## config.mk

```make
export PLATFORM = sky130hd
export DESIGN_NAME = dram_term_device_flat
export DESIGN_NICKNAME = d
export VERILOG_FILES = /design/src/verilog/term_ctrl_pkg.sv /design/src/verilog/term_link_if.sv /design/src/verilog/dram_term_device.sv /design/src/flat_wrapper.sv
export SDC_FILE = /design/constraint.sdc
export NUM_CORES = 1
export LEC_CHECK = 0
export ABC_AREA = 1
export BUFFER_PORTS_ARGS = -buffer_cell sky130_fd_sc_hd__buf_2
export CAP_MARGIN = 5
export CORE_ASPECT_RATIO = 0.5
export CORE_MARGIN = 2
export CORE_UTILIZATION = 58
export CTS_CLUSTER_DIAMETER = 50
export DETAILED_ROUTE_END_ITERATION = 8
export PLACE_DENSITY = 0.76
export SLEW_MARGIN = 20
export SYNTH_ARGS = -nofsm -noshare
export SYNTH_HDL_FRONTEND = slang
export SYNTH_SLANG_ARGS = --single-unit
```

## constraint.sdc

```tcl
create_clock -name clk -period 3.49 [get_ports clk]
set_input_delay 0.1745 -clock clk [delete_from_list [all_inputs] [get_ports clk]]
set_output_delay 0.1745 -clock clk [all_outputs]
set_load 0.05 [all_outputs]
```

## src/verilog/term_ctrl_pkg.sv

```systemverilog
// Package of constants and types shared by both ends of the termination link.
package term_ctrl_pkg;

	// ==================================================================
	// Mode register field positions
	// ==================================================================
	// Nominal strength select bits in mode register one.
	localparam int NOM_SEL_BIT0       = 2;
	localparam int NOM_SEL_BIT1       = 6;
	localparam int NOM_SEL_BIT2       = 9;
	// Additive latency field in mode register one.
	localparam int ADD_LAT_LSB        = 3;
	// Write strength select bits in mode register two.
	localparam int WR_SEL_LSB         = 9;
	// Cas write latency field in mode register two.
	localparam int CWL_LSB            = 3;
	// Freeze select bit in mode register zero.
	localparam int DLL_KEEP_BIT       = 12;

	// ==================================================================
	// Fixed timing counts in clocks
	// ==================================================================
	// Offset subtracted from the write latency for the pin latencies.
	localparam int LAT_OFFSET         = 2;
	// Minimum pin high time after assertion or a chop-four write.
	localparam int TERM_PIN_MIN_HIGH_SHORT = 4;
	// Minimum pin high time after a full-length write.
	localparam int TERM_PIN_MIN_HIGH_LONG  = 6;
	// Extra clocks after the off latency for the return to nominal.
	localparam int CWN_CHOP_EXTRA     = 4;
	localparam int CWN_FULL_EXTRA     = 6;
	// Width of latency counters and delay line depth.
	localparam int LAT_W              = 6;
	localparam int LINE_DEPTH         = 32;

	// ==================================================================
	// Register map of the controller, one aligned word each
	// ==================================================================
	localparam logic [7:0] REG_CTRL   = 8'h00;
	localparam logic [7:0] REG_MR0    = 8'h04;
	localparam logic [7:0] REG_MR1    = 8'h08;
	localparam logic [7:0] REG_MR2    = 8'h0C;
	localparam logic [7:0] REG_CMD    = 8'h10;
	localparam logic [7:0] REG_STAT   = 8'h14;
	// Control register field positions.
	localparam int CTRL_DLL_OFF       = 0;
	localparam int CTRL_FROZEN        = 1;
	// Command register field positions.
	localparam int CMD_CODE_LSB       = 0;
	localparam int CMD_CHOP           = 4;
	localparam int CMD_TERM           = 5;
	// Status register field positions.
	localparam int STAT_BUSY          = 0;
	localparam int STAT_PIN           = 1;

	// Bus command codes.
	typedef enum logic [2:0] {
		CMD_NONE, CMD_WRITE, CMD_READ, CMD_MRS0, CMD_MRS1, CMD_MRS2, CMD_PIN
	} cmd_code_e;

	// Strength reported by the device.
	typedef enum logic [1:0] { STR_OFF, STR_NOMINAL, STR_WRITE } strength_e;

endpackage : term_ctrl_pkg

```

## src/verilog/term_link_if.sv

```systemverilog
// Interface joining the memory controller and the termination logic.
`timescale 1ns/100ps
`default_nettype none
interface term_link_if;
	logic        termPin;   // Termination request pin.
	logic        writeCmd;  // One-cycle write command strobe.
	logic        readCmd;   // One-cycle read command strobe.
	logic        chopFour;  // Write is burst chop four when high.
	logic        mrsValid;  // One-cycle mode register set strobe.
	logic [1:0]  mrsSel;    // Which mode register is written.
	logic [15:0] mrsData;   // Mode register set value.
	logic        dllFrozen; // Device in precharge power-down with DLL frozen.
	logic        dllOff;    // Device runs with DLL off.
	modport device (input termPin, writeCmd, readCmd, chopFour, mrsValid,
		mrsSel, mrsData, dllFrozen, dllOff);
	modport ctrl (output termPin, writeCmd, readCmd, chopFour, mrsValid,
		mrsSel, mrsData, dllFrozen, dllOff);
endinterface : term_link_if
`default_nettype wire

```

## src/verilog/dram_term_device.sv

```systemverilog
// Termination control logic of the memory device end.
// Notes on behaviour
// [RL1] Synchronous timing while DLL is on.
// [RL2] Controller keeps termination off with DLL off.
// [RL3] Pin on/off after write latency minus two.
// [RL4] Latency includes additive latency: cwl+al-2.
// [RL5] Controller holds pin high four clocks.
// [RL6] Pin held 4 or 6 after write.
// [RL7] Controller drops pin around reads.
// [RL8] Never terminate while driving read data.
// [RL9] Dynamic switching when either write bit set.
// [RL10] Strengths come from mode registers one, two.
// [RL11] Nominal strength when no write active.
// [RL12] Write strength write latency minus two later.
// [RL13] Back to nominal off latency plus 4/6.
// [RL14] Controller clears write bits with DLL off.
// [RL15] Pin alone decides on/off, unless disabled.
// [RL16] Frozen DLL: no additive latency delay.
// [RL17] New write restarts strength counters.
`timescale 1ns/100ps
`default_nettype none
module dram_term_device (
	// Clock and reset.
	input  wire logic             clk,
	input  wire logic             rstn,
	// Link from the controller.
	term_link_if.device           link,
	// Read data input and device status outputs.
	input  wire logic             readDriving,
	output logic                  termOn,
	output term_ctrl_pkg::strength_e strength,
	output logic [2:0]            nomSel,
	output logic [1:0]            wrSel
);
	// ==================================================================
	// Mode registers
	// ==================================================================
	logic [15:0] modeRegZero, modeRegOne, modeRegTwo;  // Stored values.
	logic [15:0] next_modeRegZero, next_modeRegOne, next_modeRegTwo;
	logic [4:0]  addLat;       // Additive latency in clocks.
	logic [4:0]  casWriteLat;  // Cas write latency in clocks.
	logic [5:0]  termLat;      // Pin latency in clocks.
	logic        dynEnable;    // Dynamic switching enabled.
	logic        termEnabled;  // Any strength selected.
	logic        asyncTiming;  // Frozen DLL: no additive latency.
	// The delay line holds 32 samples; the largest latency is 13.

	// Mode register set capture.
	// An unused select code stores nothing.
	always_comb begin
		next_modeRegZero = modeRegZero;
		next_modeRegOne  = modeRegOne;
		next_modeRegTwo  = modeRegTwo;
		if (link.mrsValid) begin
			case (link.mrsSel)
				2'h0:    next_modeRegZero = link.mrsData;
				2'h1:    next_modeRegOne  = link.mrsData;
				2'h2:    next_modeRegTwo  = link.mrsData;
				default: next_modeRegZero = modeRegZero;
			endcase
		end
	end

	// Mode register storage.
	// Reset clears every select, so termination stays off until set.
	always_ff @(posedge clk or negedge rstn) begin
		if (!rstn) begin
			modeRegZero <= 16'h0000;
			modeRegOne  <= 16'h0000;
			modeRegTwo  <= 16'h0000;
		end else begin
			modeRegZero <= next_modeRegZero;
			modeRegOne  <= next_modeRegOne;
			modeRegTwo  <= next_modeRegTwo;
		end
	end

	// Field decode.
	// Decoded fields feed the latency and enable logic below.
	always_comb begin
		nomSel = {modeRegOne[term_ctrl_pkg::NOM_SEL_BIT2],
			modeRegOne[term_ctrl_pkg::NOM_SEL_BIT1],
			modeRegOne[term_ctrl_pkg::NOM_SEL_BIT0]};  // RL10
		wrSel = modeRegTwo[term_ctrl_pkg::WR_SEL_LSB +: 2];  // RL10
		addLat = {3'h0, modeRegOne[term_ctrl_pkg::ADD_LAT_LSB +: 2]};
		// Cas write latency is coded from five clocks upward.
		casWriteLat = {2'h0, modeRegTwo[term_ctrl_pkg::CWL_LSB +: 3]} + 5'h05;
		// Frozen DLL drops the additive latency from the pin path.
		// The DLL counts as frozen only while the keep bit is clear.
		asyncTiming = link.dllFrozen && !modeRegZero[term_ctrl_pkg::DLL_KEEP_BIT];  // RL1
		if (asyncTiming) begin
			termLat = 6'(casWriteLat) - 6'(term_ctrl_pkg::LAT_OFFSET);  // RL16
		end else begin
			termLat = 6'(casWriteLat) + 6'(addLat) - 6'(term_ctrl_pkg::LAT_OFFSET);  // RL4
		end
		dynEnable = (wrSel != 2'h0);  // RL9
		termEnabled = (nomSel != 3'h0) || dynEnable;
	end

	// ==================================================================
	// Pin delay line
	// ==================================================================
	logic [term_ctrl_pkg::LINE_DEPTH-1:0] pinLine, next_pinLine;  // Sampled pin history.
	logic delayedPin;  // Pin seen termLat clocks ago.

	// Shift the sampled pin each rising edge.
	// Index k holds the pin sampled k+1 edges ago.
	always_comb begin
		next_pinLine = {pinLine[term_ctrl_pkg::LINE_DEPTH-2:0], link.termPin};  // RL3
		// Latency counts from the sampling edge; index zero is one clock later.
		// A zero latency bypasses the line so the index cannot underflow.
		delayedPin = (termLat == 6'h00) ? link.termPin : pinLine[termLat[4:0] - 5'h01];
	end

	// Delay line register.
	always_ff @(posedge clk or negedge rstn) begin
		if (!rstn) begin
			pinLine <= '0;
		end else begin
			pinLine <= next_pinLine;
		end
	end

	// ==================================================================
	// Strength switching counters
	// ==================================================================
	logic [5:0] cnwCount, next_cnwCount;  // Clocks until write strength.
	logic [5:0] cwnCount, next_cwnCount;  // Clocks until nominal strength.
	logic       writeStr, next_writeStr;  // Write strength selected.

	// Counters load on each write with dynamic switching enabled and dllOff low, so the newest write governs.
	// cwnCount always outlasts cnwCount, so set and clear never meet.
	// A write without dynamic switching leaves the strength nominal.
	always_comb begin
		next_cnwCount = cnwCount;
		next_cwnCount = cwnCount;
		next_writeStr = writeStr;
		if (cnwCount != 6'h00) begin
			next_cnwCount = cnwCount - 6'h01;
			if (cnwCount == 6'h01) begin
				next_writeStr = 1'b1;  // RL12
			end
		end
		if (cwnCount != 6'h00) begin
			next_cwnCount = cwnCount - 6'h01;
			if (cwnCount == 6'h01) begin
				next_writeStr = 1'b0;  // RL13
			end
		end
		if (link.writeCmd && dynEnable && !link.dllOff) begin
			next_cnwCount = termLat;  // RL17
			next_cwnCount = termLat + (link.chopFour ?
				6'(term_ctrl_pkg::CWN_CHOP_EXTRA) : 6'(term_ctrl_pkg::CWN_FULL_EXTRA));  // RL13
			if (termLat == 6'h00) begin
				next_writeStr = 1'b1;
			end
		end
		if (!dynEnable) begin
			next_writeStr = 1'b0;  // RL11
		end
	end

	// Counter registers.
	always_ff @(posedge clk or negedge rstn) begin
		if (!rstn) begin
			cnwCount <= 6'h00;
			cwnCount <= 6'h00;
			writeStr <= 1'b0;
		end else begin
			cnwCount <= next_cnwCount;
			cwnCount <= next_cwnCount;
			writeStr <= next_writeStr;
		end
	end

	// ==================================================================
	// Termination output
	// ==================================================================
	logic next_termOn;  // Next termination state.
	term_ctrl_pkg::strength_e next_strength;

	// The pin decides on or off, gated by the enables, dllOff and read data; commands only pick strength.
	// Read data on the bus drops termination at the next edge, without the pin latency.
	// Strength uses next_writeStr so it changes on the counters' edge.
	always_comb begin
		next_termOn = delayedPin && termEnabled && !link.dllOff  // RL15 RL1
			&& !readDriving;  // RL8
		if (!next_termOn) begin
			next_strength = term_ctrl_pkg::STR_OFF;
		end else if (next_writeStr) begin  // RL12
			next_strength = term_ctrl_pkg::STR_WRITE;
		end else begin
			next_strength = term_ctrl_pkg::STR_NOMINAL;  // RL11
		end
	end

	// Output registers.
	always_ff @(posedge clk or negedge rstn) begin
		if (!rstn) begin
			termOn   <= 1'b0;
			strength <= term_ctrl_pkg::STR_OFF;
		end else begin
			termOn   <= next_termOn;
			strength <= next_strength;
		end
	end

endmodule : dram_term_device
`default_nettype wire

```

## src/flat_wrapper.sv

```systemverilog
// flat-port wrapper written by rule: the top's interface ports become plain ports
module dram_term_device_flat 
  (clk, rstn, readDriving, termOn, strength, nomSel, wrSel, link_termPin, link_writeCmd, link_readCmd, link_chopFour, link_mrsValid, link_mrsSel, link_mrsData, link_dllFrozen, link_dllOff);
  term_link_if link_i ();
  input  wire logic clk;
  input  wire logic rstn;
  input  wire logic readDriving;
  output logic termOn;
  output term_ctrl_pkg::strength_e strength;
  output logic [2:0] nomSel;
  output logic [1:0] wrSel;
  input wire logic [$bits(link_i.termPin)-1:0] link_termPin;
  input wire logic [$bits(link_i.writeCmd)-1:0] link_writeCmd;
  input wire logic [$bits(link_i.readCmd)-1:0] link_readCmd;
  input wire logic [$bits(link_i.chopFour)-1:0] link_chopFour;
  input wire logic [$bits(link_i.mrsValid)-1:0] link_mrsValid;
  input wire logic [$bits(link_i.mrsSel)-1:0] link_mrsSel;
  input wire logic [$bits(link_i.mrsData)-1:0] link_mrsData;
  input wire logic [$bits(link_i.dllFrozen)-1:0] link_dllFrozen;
  input wire logic [$bits(link_i.dllOff)-1:0] link_dllOff;
  assign link_i.termPin = link_termPin;
  assign link_i.writeCmd = link_writeCmd;
  assign link_i.readCmd = link_readCmd;
  assign link_i.chopFour = link_chopFour;
  assign link_i.mrsValid = link_mrsValid;
  assign link_i.mrsSel = link_mrsSel;
  assign link_i.mrsData = link_mrsData;
  assign link_i.dllFrozen = link_dllFrozen;
  assign link_i.dllOff = link_dllOff;
  dram_term_device u_core (.clk(clk), .rstn(rstn), .link(link_i), .readDriving(readDriving), .termOn(termOn), .strength(strength), .nomSel(nomSel), .wrSel(wrSel));
endmodule
```

Word-level counts from Yosys, hierarchy flattened
Cells that the tools add are included.
- bits in registers: 82
- logic and storage cells: 61
- bits of input ports: 28
- output and inout bits: 8
- add/subtract/negate cells: 8
- equal/unequal tests: 4
- reductions and logical operators: 21
- magnitude comparators: 1
- muxes and demuxes: 18
- operators by type and width (operator ; number):
    2-to-1 mux 6 bit ; 5
    == test 6 x 1 -> 1 bit, second input constant ; 2
    nonzero test 6 bit ; 2
    subtractor 6 x 1 -> 6 bit, second input constant ; 2
    2-to-1 mux 1 bit ; 9
    adder 6 bit ; 1
    logical AND 1 bit ; 6
    logical NOT 6 bit ; 1
    less-than comparator 5 x 6 -> 1 bit, second input constant ; 1
    2-to-1 mux 2 bit ; 3
    AND reduction 2 bit ; 3
    nonzero test 2 bit ; 3
    subtractor 5 x 2 -> 6 bit, second input constant ; 1
    subtractor 6 x 2 -> 6 bit, second input constant ; 1
    adder 4 x 2 -> 5 bit ; 1
    binary-select mux 1 bit (select 5 bit) ; 1
    subtractor 5 x 1 -> 5 bit, second input constant ; 1
    adder 3 x 3 -> 4 bit, second input constant ; 1
    logical NOT 1 bit ; 3
    nonzero test 3 bit ; 1
    == test 2 x 1 -> 1 bit, second input constant ; 1
    == test 2 bit, second input constant ; 1
    logical NOT 2 bit ; 1
    logical OR 1 bit ; 1

Longest topological paths before layout
Gate-level depths: netlist of the first run.
- depth after elaboration: 12
- gate-level depth with buffers: 22
- mapped depth without buffers: 22

Least setup slack after synthesis of the first run
No wires, ideal clock.
- kind: register to register
- start: reg u_core.modeRegTwo[3]
- end: reg u_core.strength[1]
- period minus slack after synthesis: 3.060 ns
- data required time: 3.374 ns
- cell stages (with the launch flop): 22
- slack: 0.430 ns
- setup time: 0.116 ns
- buffers on the path: 0
- arrival time: 2.945 ns
- cells stage by stage: dfrtp_1 > ha_1 > inv_1 > fa_1 > inv_1 > nand2_1 > o21a_1 > inv_1 > ha_1 > inv_1 > nand2_1 > inv_1 > nor2_1 > inv_1 > nand3_1 > nand2_1 > nand3_1 > nand2_1 > nand2_1 > nand3_2 > nand2_2 > nor2_1
- word-level cells in the longest chain between the ends: 12
- ends and longest elaborated chain (what ; RTL line ; RTL):
    start, declared ; dram_term_device.sv:38 ; logic [15:0] modeRegZero, modeRegOne, modeRegTwo;
    start signal, assigned ; dram_term_device.sv:74 ; modeRegTwo <= next_modeRegTwo;
    adder 3 x 3 -> 4 bit * ; dram_term_device.sv:87 ; casWriteLat = {2'h0, modeRegTwo[term_ctrl_pkg::CWL_LSB +: 3]} + 5'h05;
    adder 4 x 2 -> 5 bit ; dram_term_device.sv:94 ; termLat = 6'(casWriteLat) + 6'(addLat) - 6'(term_ctrl_pkg::LAT_OFFSET);
    subtractor 6 x 2 -> 6 bit ; dram_term_device.sv:94 ;
    2-to-1 mux 6 bit * ; dram_term_device.sv:91 ; if (asyncTiming) begin
    subtractor 5 x 1 -> 5 bit ; dram_term_device.sv:112 ; delayedPin = (termLat == 6'h00) ? link.termPin : pinLine[termLat[4:0] - 5'h01];
    binary-select mux 1 bit (select 5 bit) ; dram_term_device.sv:112 ;
    2-to-1 mux 1 bit (not written as such) ; dram_term_device.sv:112 ;
    2-to-1 mux 1 bit ; dram_term_device.sv:112 ;
    logical AND 1 bit (2 in a row) ; dram_term_device.sv:186 ; next_termOn = delayedPin && termEnabled && !link.dllOff
    logical AND 1 bit ; dram_term_device.sv:187 ; && !readDriving;
    2-to-1 mux 2 bit * ; dram_term_device.sv:188 ; if (!next_termOn) begin
    net u_core.next_strength[1] ; dram_term_device.sv:180 ; term_ctrl_pkg::strength_e next_strength;
    end signal, assigned ; dram_term_device.sv:201 ; strength <= term_ctrl_pkg::STR_OFF;
    end signal, assigned ; dram_term_device.sv:204 ; strength <= next_strength;
    end, declared ; dram_term_device.sv:31 ; output term_ctrl_pkg::strength_e strength,
Mark *: on every way through the listed nets, which the timed path passes. The rest lies on a longest branch. The select of a mux whose other input is x is not followed.
A chain may end at the register's enable or synchronous reset.

Worst setup path after layout of the first run
Same ends and word-level chain as after synthesis.

==> metrics.cfg, run 1 <==
[placement]
io_buffers = 26
gp_congestion = 0.846
dpl.hpwl_um = 4650
place_ws_ns = 0.106

[die]
rows = 18
dieArea_um2 = 5910
die_x_um = 107
ioPinCount = 36
die_h_um = 55.4
start_util_pct = 61.2
core-area_um2 = 5000

[sta]
fmax_mhz = 316
post-route-period-util_pct = 90.7
finalClockSkew_ns = 0.00348
setup_violations = 0
hold_viol_final = 0
final_max_slew_viol_count = 0
rsz0062_at_grt = false
whs_ns = 0.0754
max-slew-margin-rel_pct = 61.8
tightest_slew_ns = 0.571
fin_tns_setup_ns = 0
post-route-min-period_ns = 3.16
worst_slack_ns = 0.326

[clocking]
tritoncts = yes
cts_sinks = 59
cts.clk_slew.worst_paths_ns = 0.06
htree_levels = 3
root_buffer = clkbuf_8
insertion_delay_ns = 0.33
cts_buffer_depth = 2
cts_buffers = 9

[pwr]
intPower_mw = 1.68
swShare_pct = 43.3
p_switching_mw = 1.28
vdd_ir_drop_max_mv = 0.360
powerDensity_nw_per_um2 = 851
power_frac_clock_pct = 19.6
comb_power_share_pct = 50.0
leakage_nw = 1.83
p_seq_share_pct = 30.4

[grt]
grt_pass1_wl_um = 11000
grt_busiest_layer = met2
grt_max_degree = 39
met3_usage_pct = 6.61
use_met1_pct = 32.9
antenna_found_initial = 0
grt_use_total_pct = 23.9
gr-total-overflow = 0
grt_pass1_vias = 2434
grt.met2_usage_pct = 36.6

[yosys]
synthCells = 361
synth_top_cell_by_area = dfrtp_1
syn_area_um2 = 3060
ys_warn_count = 0
synth_cell_types = 33
synth_xor_area_share_pct = 1.14
synth-compound-area-share_pct = 7.07
synth-edff-count = 0
ys_seq_area_share_pct = 48.2
synth_area_leaders = dfrtp_1 48%, nand2_1 10%, nand3_1 9.3%
synth_seq_cells = 59
yosysTopAreaCellShare_pct = 48.2
syn_avg_cell_area_um2 = 8.48
syn_nets = 404
synthFlopType = dfrtp_1
ys_async_sr_fraction_pct = 100
yosys.area_share.simple_pct = 27.4
synth_top_family_by_area = simple AND/OR/NAND/NOR gates
synthAdderAreaFrac_pct = 6.38
muxShareOfSynthArea_pct = 1.10

[worst_hold_path]
hold_class = in -> reg

[drt]
drt_first_pass_iters = 4
num_vias = 2503
drc = 0
wl_per_cell_um = 13.4
viasPerCell = 5.33
routed_wl_um = 6300
antenna_left = 0
dr.first_iter.drc_count = 165

[worst_setup_path]
start_kind = register
max_stage_delay_ns = 0.50
cp_data_required_time_ns = 3.72
cp_cell_sequence = ha_1 -> inv_1 -> fa_1 -> inv_1 -> nand2_1 -> o21a_1 -> inv_1 -> ha_4 -> inv_2 -> nand2_1 -> inv_1 -> nor2_4 -> inv_1 -> nand3_1 -> nand2_1 -> nand3_1 -> nand2_1 -> nand2_1 -> nand3_2 -> nand2_2 -> nor2_1
crit_type = reg -> reg
end_kind = register
worstPathArrival_ns = 3.39
slowest_stage = fa_1
path_max_fanout = 5

[final_layout]
diodes = 0
fillers = 406
nets = 438
drive_above_1_share_pct = 17.8
area_delta_synth_final_pct = 13.6

[run_status]
status = finished clean

[flow_run]
cap_viol_max_count = 0

[layer usage]
layer,part of all wire [%],wire length [um]
met1,48,3000
met2,46,2880
met3,5.3,336
met4,1.3,80
met5,0,0
[sequential cells by signal (all words and copies together) (netlist names)]
name / cells
u_core.cnwCount: 6
u_core.pinLine: 32
u_core.cwnCount: 6
u_core.termOn: 1
u_core.modeRegTwo: 5
u_core.writeStr: 1
u_core.modeRegZero: 1
u_core.strength: 2
u_core.modeRegOne: 5
[placed cells by master (no fill, tap or decap), types with 2 or more instances in the layout]
cell type / n
clkbuf_8: 13
o211ai_1: 4
nand2_1: 82
nor3_1: 2
dlygate4sd3_1: 2
mux2_2: 3
clkbuf_1: 2
a21oi_1: 4
inv_1: 47
nand4_1: 5
nand2_2: 6
nand3_2: 4
o21ai_1: 4
inv_2: 5
ha_1: 13
nand3_1: 57
a22oi_1: 2
dfrtp_1: 58
o21ai_0: 19
nor2_1: 16
buf_4: 4
nor2_2: 2
xor2_1: 3
nand2_4: 4
buf_2: 26
[worst max-delay path, delay by kind of cell (launching register included)]
family | cells | cell delay, ns
buffers and inverters | 6 | 0.48
and+or+nand+nor | 11 | 0.88
AOI/OAI and AO/OA | 1 | 0.15
DFF | 1 | 0.44
adders and majority gates | 3 | 1.11
[cell type report]
type | instances | area (um2) | share of cell area (%)
Sequential cell | 59 | 1480 | 42.5
Multi-Input combinational cell | 240 | 1340 | 38.6
Inverter | 53 | 199 | 5.72
Clock buffer | 15 | 186 | 5.36
Timing Repair Buffer | 32 | 180 | 5.18
Tap cell | 70 | 87.6 | 2.52
Clock inverter | 1 | 5.00 | 0.144
[cell usage after synthesis (5+ instances only)]
cell type / number
nand3_1: 57
dfrtp_1: 59
nor2_1: 17
inv_1: 48
ha_1: 14
nand2_2: 6
nand4_1: 5
buf_4: 5
nand2_1: 82
o21ai_0: 19
[power by group through the flow]
stage / clock, mW / sequential [mW] / combinational [mW]
2_1_floorplan: 0 / 0.927 / 1.06
3_3_place_gp: 0 / 0.902 / 1.36
3_5_place_dp: 0 / 0.911 / 1.41
4_1_cts: 0.591 / 0.900 / 1.43
5_1_grt: 0.619 / 0.916 / 1.68
6_report: 0.578 / 0.900 / 1.48
[cell families after synthesis]
group / count (synthesis)
AO/OA/AOI/OAI: 38
buffers and inverters: 62
multiplexers: 3
adder cells (fa/ha/maj): 15
AND/OR/NAND/NOR: 180
flip-flops: 59
XOR/XNOR: 4
[metrics by stage]
| stage | instances | instance area (um2) | total power [mW] | util [%] |
|---|---|---|---|---|
| final | 470 | 3480 | 2.96 | 69.5 |
| after floorplan | 361 | 3060 | 1.98 | - |
| after global routing | 470 | 3480 | 3.21 | 69.5 |
| after global placement | 452 | 3240 | 2.26 | 64.9 |
| after detailed placement | 452 | 3240 | 2.32 | 64.9 |
| after CTS | 470 | 3450 | 2.92 | 69.1 |
[timing repair]
action / in CTS / in global routing
setup endpoints to repair: 0 / 3
hold endpoints to repair: 22 / 0
resized for setup: 0 / 5
hold buffers: 2 / 0
setup buffers: 0 / 0
[worst paths after layout]
kind                                   endpoint  slack (ns)  cells past startpoint                  from
max                          u_core.strength[1]        0.33                     21  u_core.modeRegTwo[3]
min                        u_core.modeRegOne[6]        0.08                      2       link_mrsData[6]
max reg2reg                  u_core.strength[1]        0.33                     21  u_core.modeRegTwo[3]
min reg2reg                  u_core.pinLine[14]        0.37                      0    u_core.pinLine[13]
max in group asynchronous    u_core.cnwCount[1]        2.30                      3                  rstn
min in group asynchronous    u_core.pinLine[26]        0.34                      2                  rstn
No activity file was read; power rests on OpenSTA's default activity.
==> inputs of run 2 (changes only) <==
Settings changed: ABC_AREA 1 to unset, BUFFER_PORTS_ARGS -buffer_cell sky130_fd_sc_hd__buf_2 to -buffer_cell sky130_fd_sc_hd__clkbuf_2, PLACE_DENSITY 0.76 to 0.77.
==> run 2 against run 1 <==
Compared with the run above: the run now ends with hold timing left; design area rose by 0.79%; total power rose by 16%; area after synthesis fell by 3.9%; die area fell by 3.7%; sequential power rose by 3.4%; non-clock buffer count rose by 10; largest cell class unchanged.
==> metrics.cfg, run 2 <==
[final_layout]
largest_reg_flops = 32  ; unchanged
largest_register = u_core.pinLine
reg.largest.list = u_core.pinLine (32), u_core.cnwCount (6), u_core.cwnCount (6)
final_cell_area_um2 = 3500  ; +0.79%
mostFrequentLayoutCells = 58 x dfrtp_1, 25 x clkbuf_2, 14 x buf_4
fillers = 345  ; -15%
area_delta_synth_final_pct = 19.1
drive_above_1_share_pct = 34.7  ; +17 points
diodes = 0  ; unchanged
nets = 327  ; -25%
final_cells = 358  ; -24%
layout_commonest_cell = dfrtp_1

[die]
die_x_um = 105  ; -1.9%
ioPinCount = 36  ; unchanged
dieArea_um2 = 5690  ; -3.7%
start_util_pct = 59.9  ; -1.3 points
rows = 18  ; unchanged
core-area_um2 = 4910  ; -1.8%
die_h_um = 54.4  ; -1.8%

[yosys]
ys_warn_count = 0  ; unchanged
yosysTopAreaCellShare_pct = 50.2  ; +1.9 points
synthFlopType = dfrtp_1
synth_common_cells = 59 x dfrtp_1, 14 x ha_1, 13 x inv_1, 13 x nor2_1
ys_seq_area_share_pct = 50.2  ; +1.9 points
synth_area_leaders = dfrtp_1 50%, ha_1 6.0%, mux4_2 5.4%
synth_top_cell_by_area = dfrtp_1
yosysMostFrequentCell = dfrtp_1
synth_seq_cells = 59  ; unchanged
synth-edff-count = 0  ; unchanged
syn_nets = 284  ; -30%
ys_async_sr_fraction_pct = 100  ; unchanged
synth_cell_types = 54  ; +64%
syn_avg_cell_area_um2 = 12.2  ; +44%
syn_area_um2 = 2940  ; -3.9%
synthCells = 241  ; -33%

[sta]
post-route-period-util_pct = 94.1  ; +3.5 points
final_max_slew_viol_count = 0  ; unchanged
rsz0062_at_grt = false
finalClockSkew_ns = 0.00696  ; +0.00348 ns
fmax_mhz = 304  ; -3.7%
max-slew-margin-rel_pct = 38.2  ; -24 points
fin_tns_setup_ns = 0  ; unchanged
setup_violations = 0  ; unchanged
tightest_slew_ns = 0.928  ; +0.356 ns
whs_ns = -0.0155  ; -0.0909 ns
post-route-min-period_ns = 3.28  ; +0.121 ns
hold_viol_final = 43  ; +43

[worst_setup_path]
path_max_fanout = 5  ; unchanged
end_kind = register
worstReg2RegEnd = u_core.strength[0]
crit_type = reg -> reg
worstPathArrival_ns = 3.53  ; +0.14 ns
cp_data_required_time_ns = 3.74  ; +0.02 ns
reg2reg_depth = 15  ; -29%
start_kind = register
r2r_slack_ns = 0.21  ; -0.12 ns
reg2reg_from = u_core.modeRegTwo[3]

[clocking]
tritoncts = yes
root_buffer = clkbuf_8
cts.clk_slew.worst_paths_ns = 0.07  ; about the same
cts_buffer_depth = 2  ; unchanged
insertion_delay_ns = 0.33  ; about the same
htree_levels = 3  ; unchanged
cts_buffers = 9  ; unchanged
cts_sinks = 59  ; unchanged

[grt]
grt_pass1_wl_um = 8910  ; -19%
gr-total-overflow = 0  ; unchanged
antenna_found_initial = 0  ; unchanged
grt_pass1_vias = 1885  ; -23%
grt_use_total_pct = 21.6  ; -2.3 points
grt_max_degree = 45  ; +15%

[drt]
routed_wl_um = 5620  ; -11%
wl_per_cell_um = 15.7  ; +17%
drc = 0  ; unchanged
viasPerCell = 5.51  ; +3.4%
drt_first_pass_iters = 6  ; +2
num_vias = 1971  ; -21%
dr.first_iter.drc_count = 107  ; -35%
antenna_left = 0  ; unchanged

[flow_run]
cap_viol_max_count = 0  ; unchanged

[pwr]
p_seq_share_pct = 27.1  ; -3.3 points
intPower_mw = 2.10  ; +25%
powerDensity_nw_per_um2 = 982  ; +15%
leakage_nw = 1.57  ; -14%
power_frac_clock_pct = 18.6  ; -1.0 points
p_total_mw = 3.44  ; +16%
swShare_pct = 38.9  ; -4.4 points
vdd_ir_drop_max_mv = 0.559  ; +55%
comb_power_share_pct = 54.4  ; +4.4 points
p_switching_mw = 1.34  ; +4.5%

[worst_hold_path]
hold_class = in -> async

[placement]
io_buffers = 26  ; unchanged
dp.cells = 339  ; -25%
place_area_um2 = 3190  ; -1.6%
dpl.hpwl_um = 3980  ; -15%
gp_congestion = 0.795  ; -6.0%

[run_status]
violations = hold timing
status = finished, violations left

==> run 2: power groups by stage <==
stage	clock, mW	sequential [mW]	combinational [mW]
finish	0.639	0.931	1.87
CTS	0.658	0.927	1.68
detailed placement	0	0.939	1.65
floorplan	0	0.931	1.18
global route	0.682	0.951	2.06
global placement	0	0.926	1.59
==> run 2: how the worst max path moves through the flow <==
stage | start | end | slack (ns) | depth (start not counted)
finish | u_core.modeRegTwo[3] | u_core.strength[0] | 0.21 | 15
detailed placement | u_core.modeRegTwo[3] | u_core.strength[1] | 0.02 | 14
CTS | u_core.modeRegTwo[3] | u_core.strength[0] | 0.01 | 14
floorplan | u_core.modeRegTwo[3] | u_core.strength[0] | 0.13 | 13
global placement | u_core.modeRegTwo[3] | u_core.strength[0] | 0.13 | 14
global route | u_core.modeRegTwo[3] | u_core.strength[0] | 0.008 | 15
==> run 2: kinds of logic after synthesis <==
family	count (synthesis)	share of synthesized area, %
xor gates and xnor gates	12	4.34
DFF	59	50.2
muxes	29	14.5
and+or+nand+nor	64	12.3
adders and majority gates	15	6.64
buffers and inverters	24	3.74
AOI/OAI and AO/OA	38	8.38
==> run 2: repair_timing <==
| action | 4_1_cts | 5_1_grt |
|---|---|---|
| endpoints found under the setup margin | 3 | 3 |
| cloned | 0 | 0 |
| hold buffers | 1 | 0 |
| pin swaps | 0 | 3 |
| setup buffers | 0 | 3 |
| gates resized for setup | 1 | 14 |
| endpoints found under the hold margin | 1 | 0 |
==> run 2: final cells by class <==
class / count / area, um2 / share of cell area, %
multi-input cells: 158 / 1420 / 40.5
clock inverters: 3 / 46.3 / 1.32
inverters: 14 / 52.6 / 1.50
well taps: 70 / 87.6 / 2.50
flip-flops and latches: 59 / 1480 / 42.2
clock buffers: 12 / 165 / 4.71
repair buffers: 42 / 256 / 7.32
==> run 2: critical path, cell delays in order (launching register included) <==
cell	delay, ns
dfrtp_2	0.45
inv_1	0.10
ha_1	0.16
inv_1	0.06
fa_1	0.49
mux2i_4	0.17
inv_2	0.06
ha_1	0.21
xnor2_2	0.16
buf_4	0.15
buf_4	0.12
xnor2_1	0.13
and4_2	0.30
a22o_4	0.28
nand4b_1	0.19
o22ai_1	0.15
==> run 2: routing by layer <==
layer	up-vias	part of all wire, %	GRT usage (%)
li1	940	-	-
met1	994	47	27.1
met2	24	49	36.2
met3	13	3.0	6.43
met4	0	1.5	9.78
met5	-	0	0
==> run 2: metrics by stage <==
stage	util, %	worst slack, ns
4_1_cts	69.7	0.0109
6_report	71.4	0.205
2_1_floorplan	-	0.128
3_3_place_gp	65.0	0.127
5_1_grt	71.4	0.00823
3_5_place_dp	65.0	0.0163
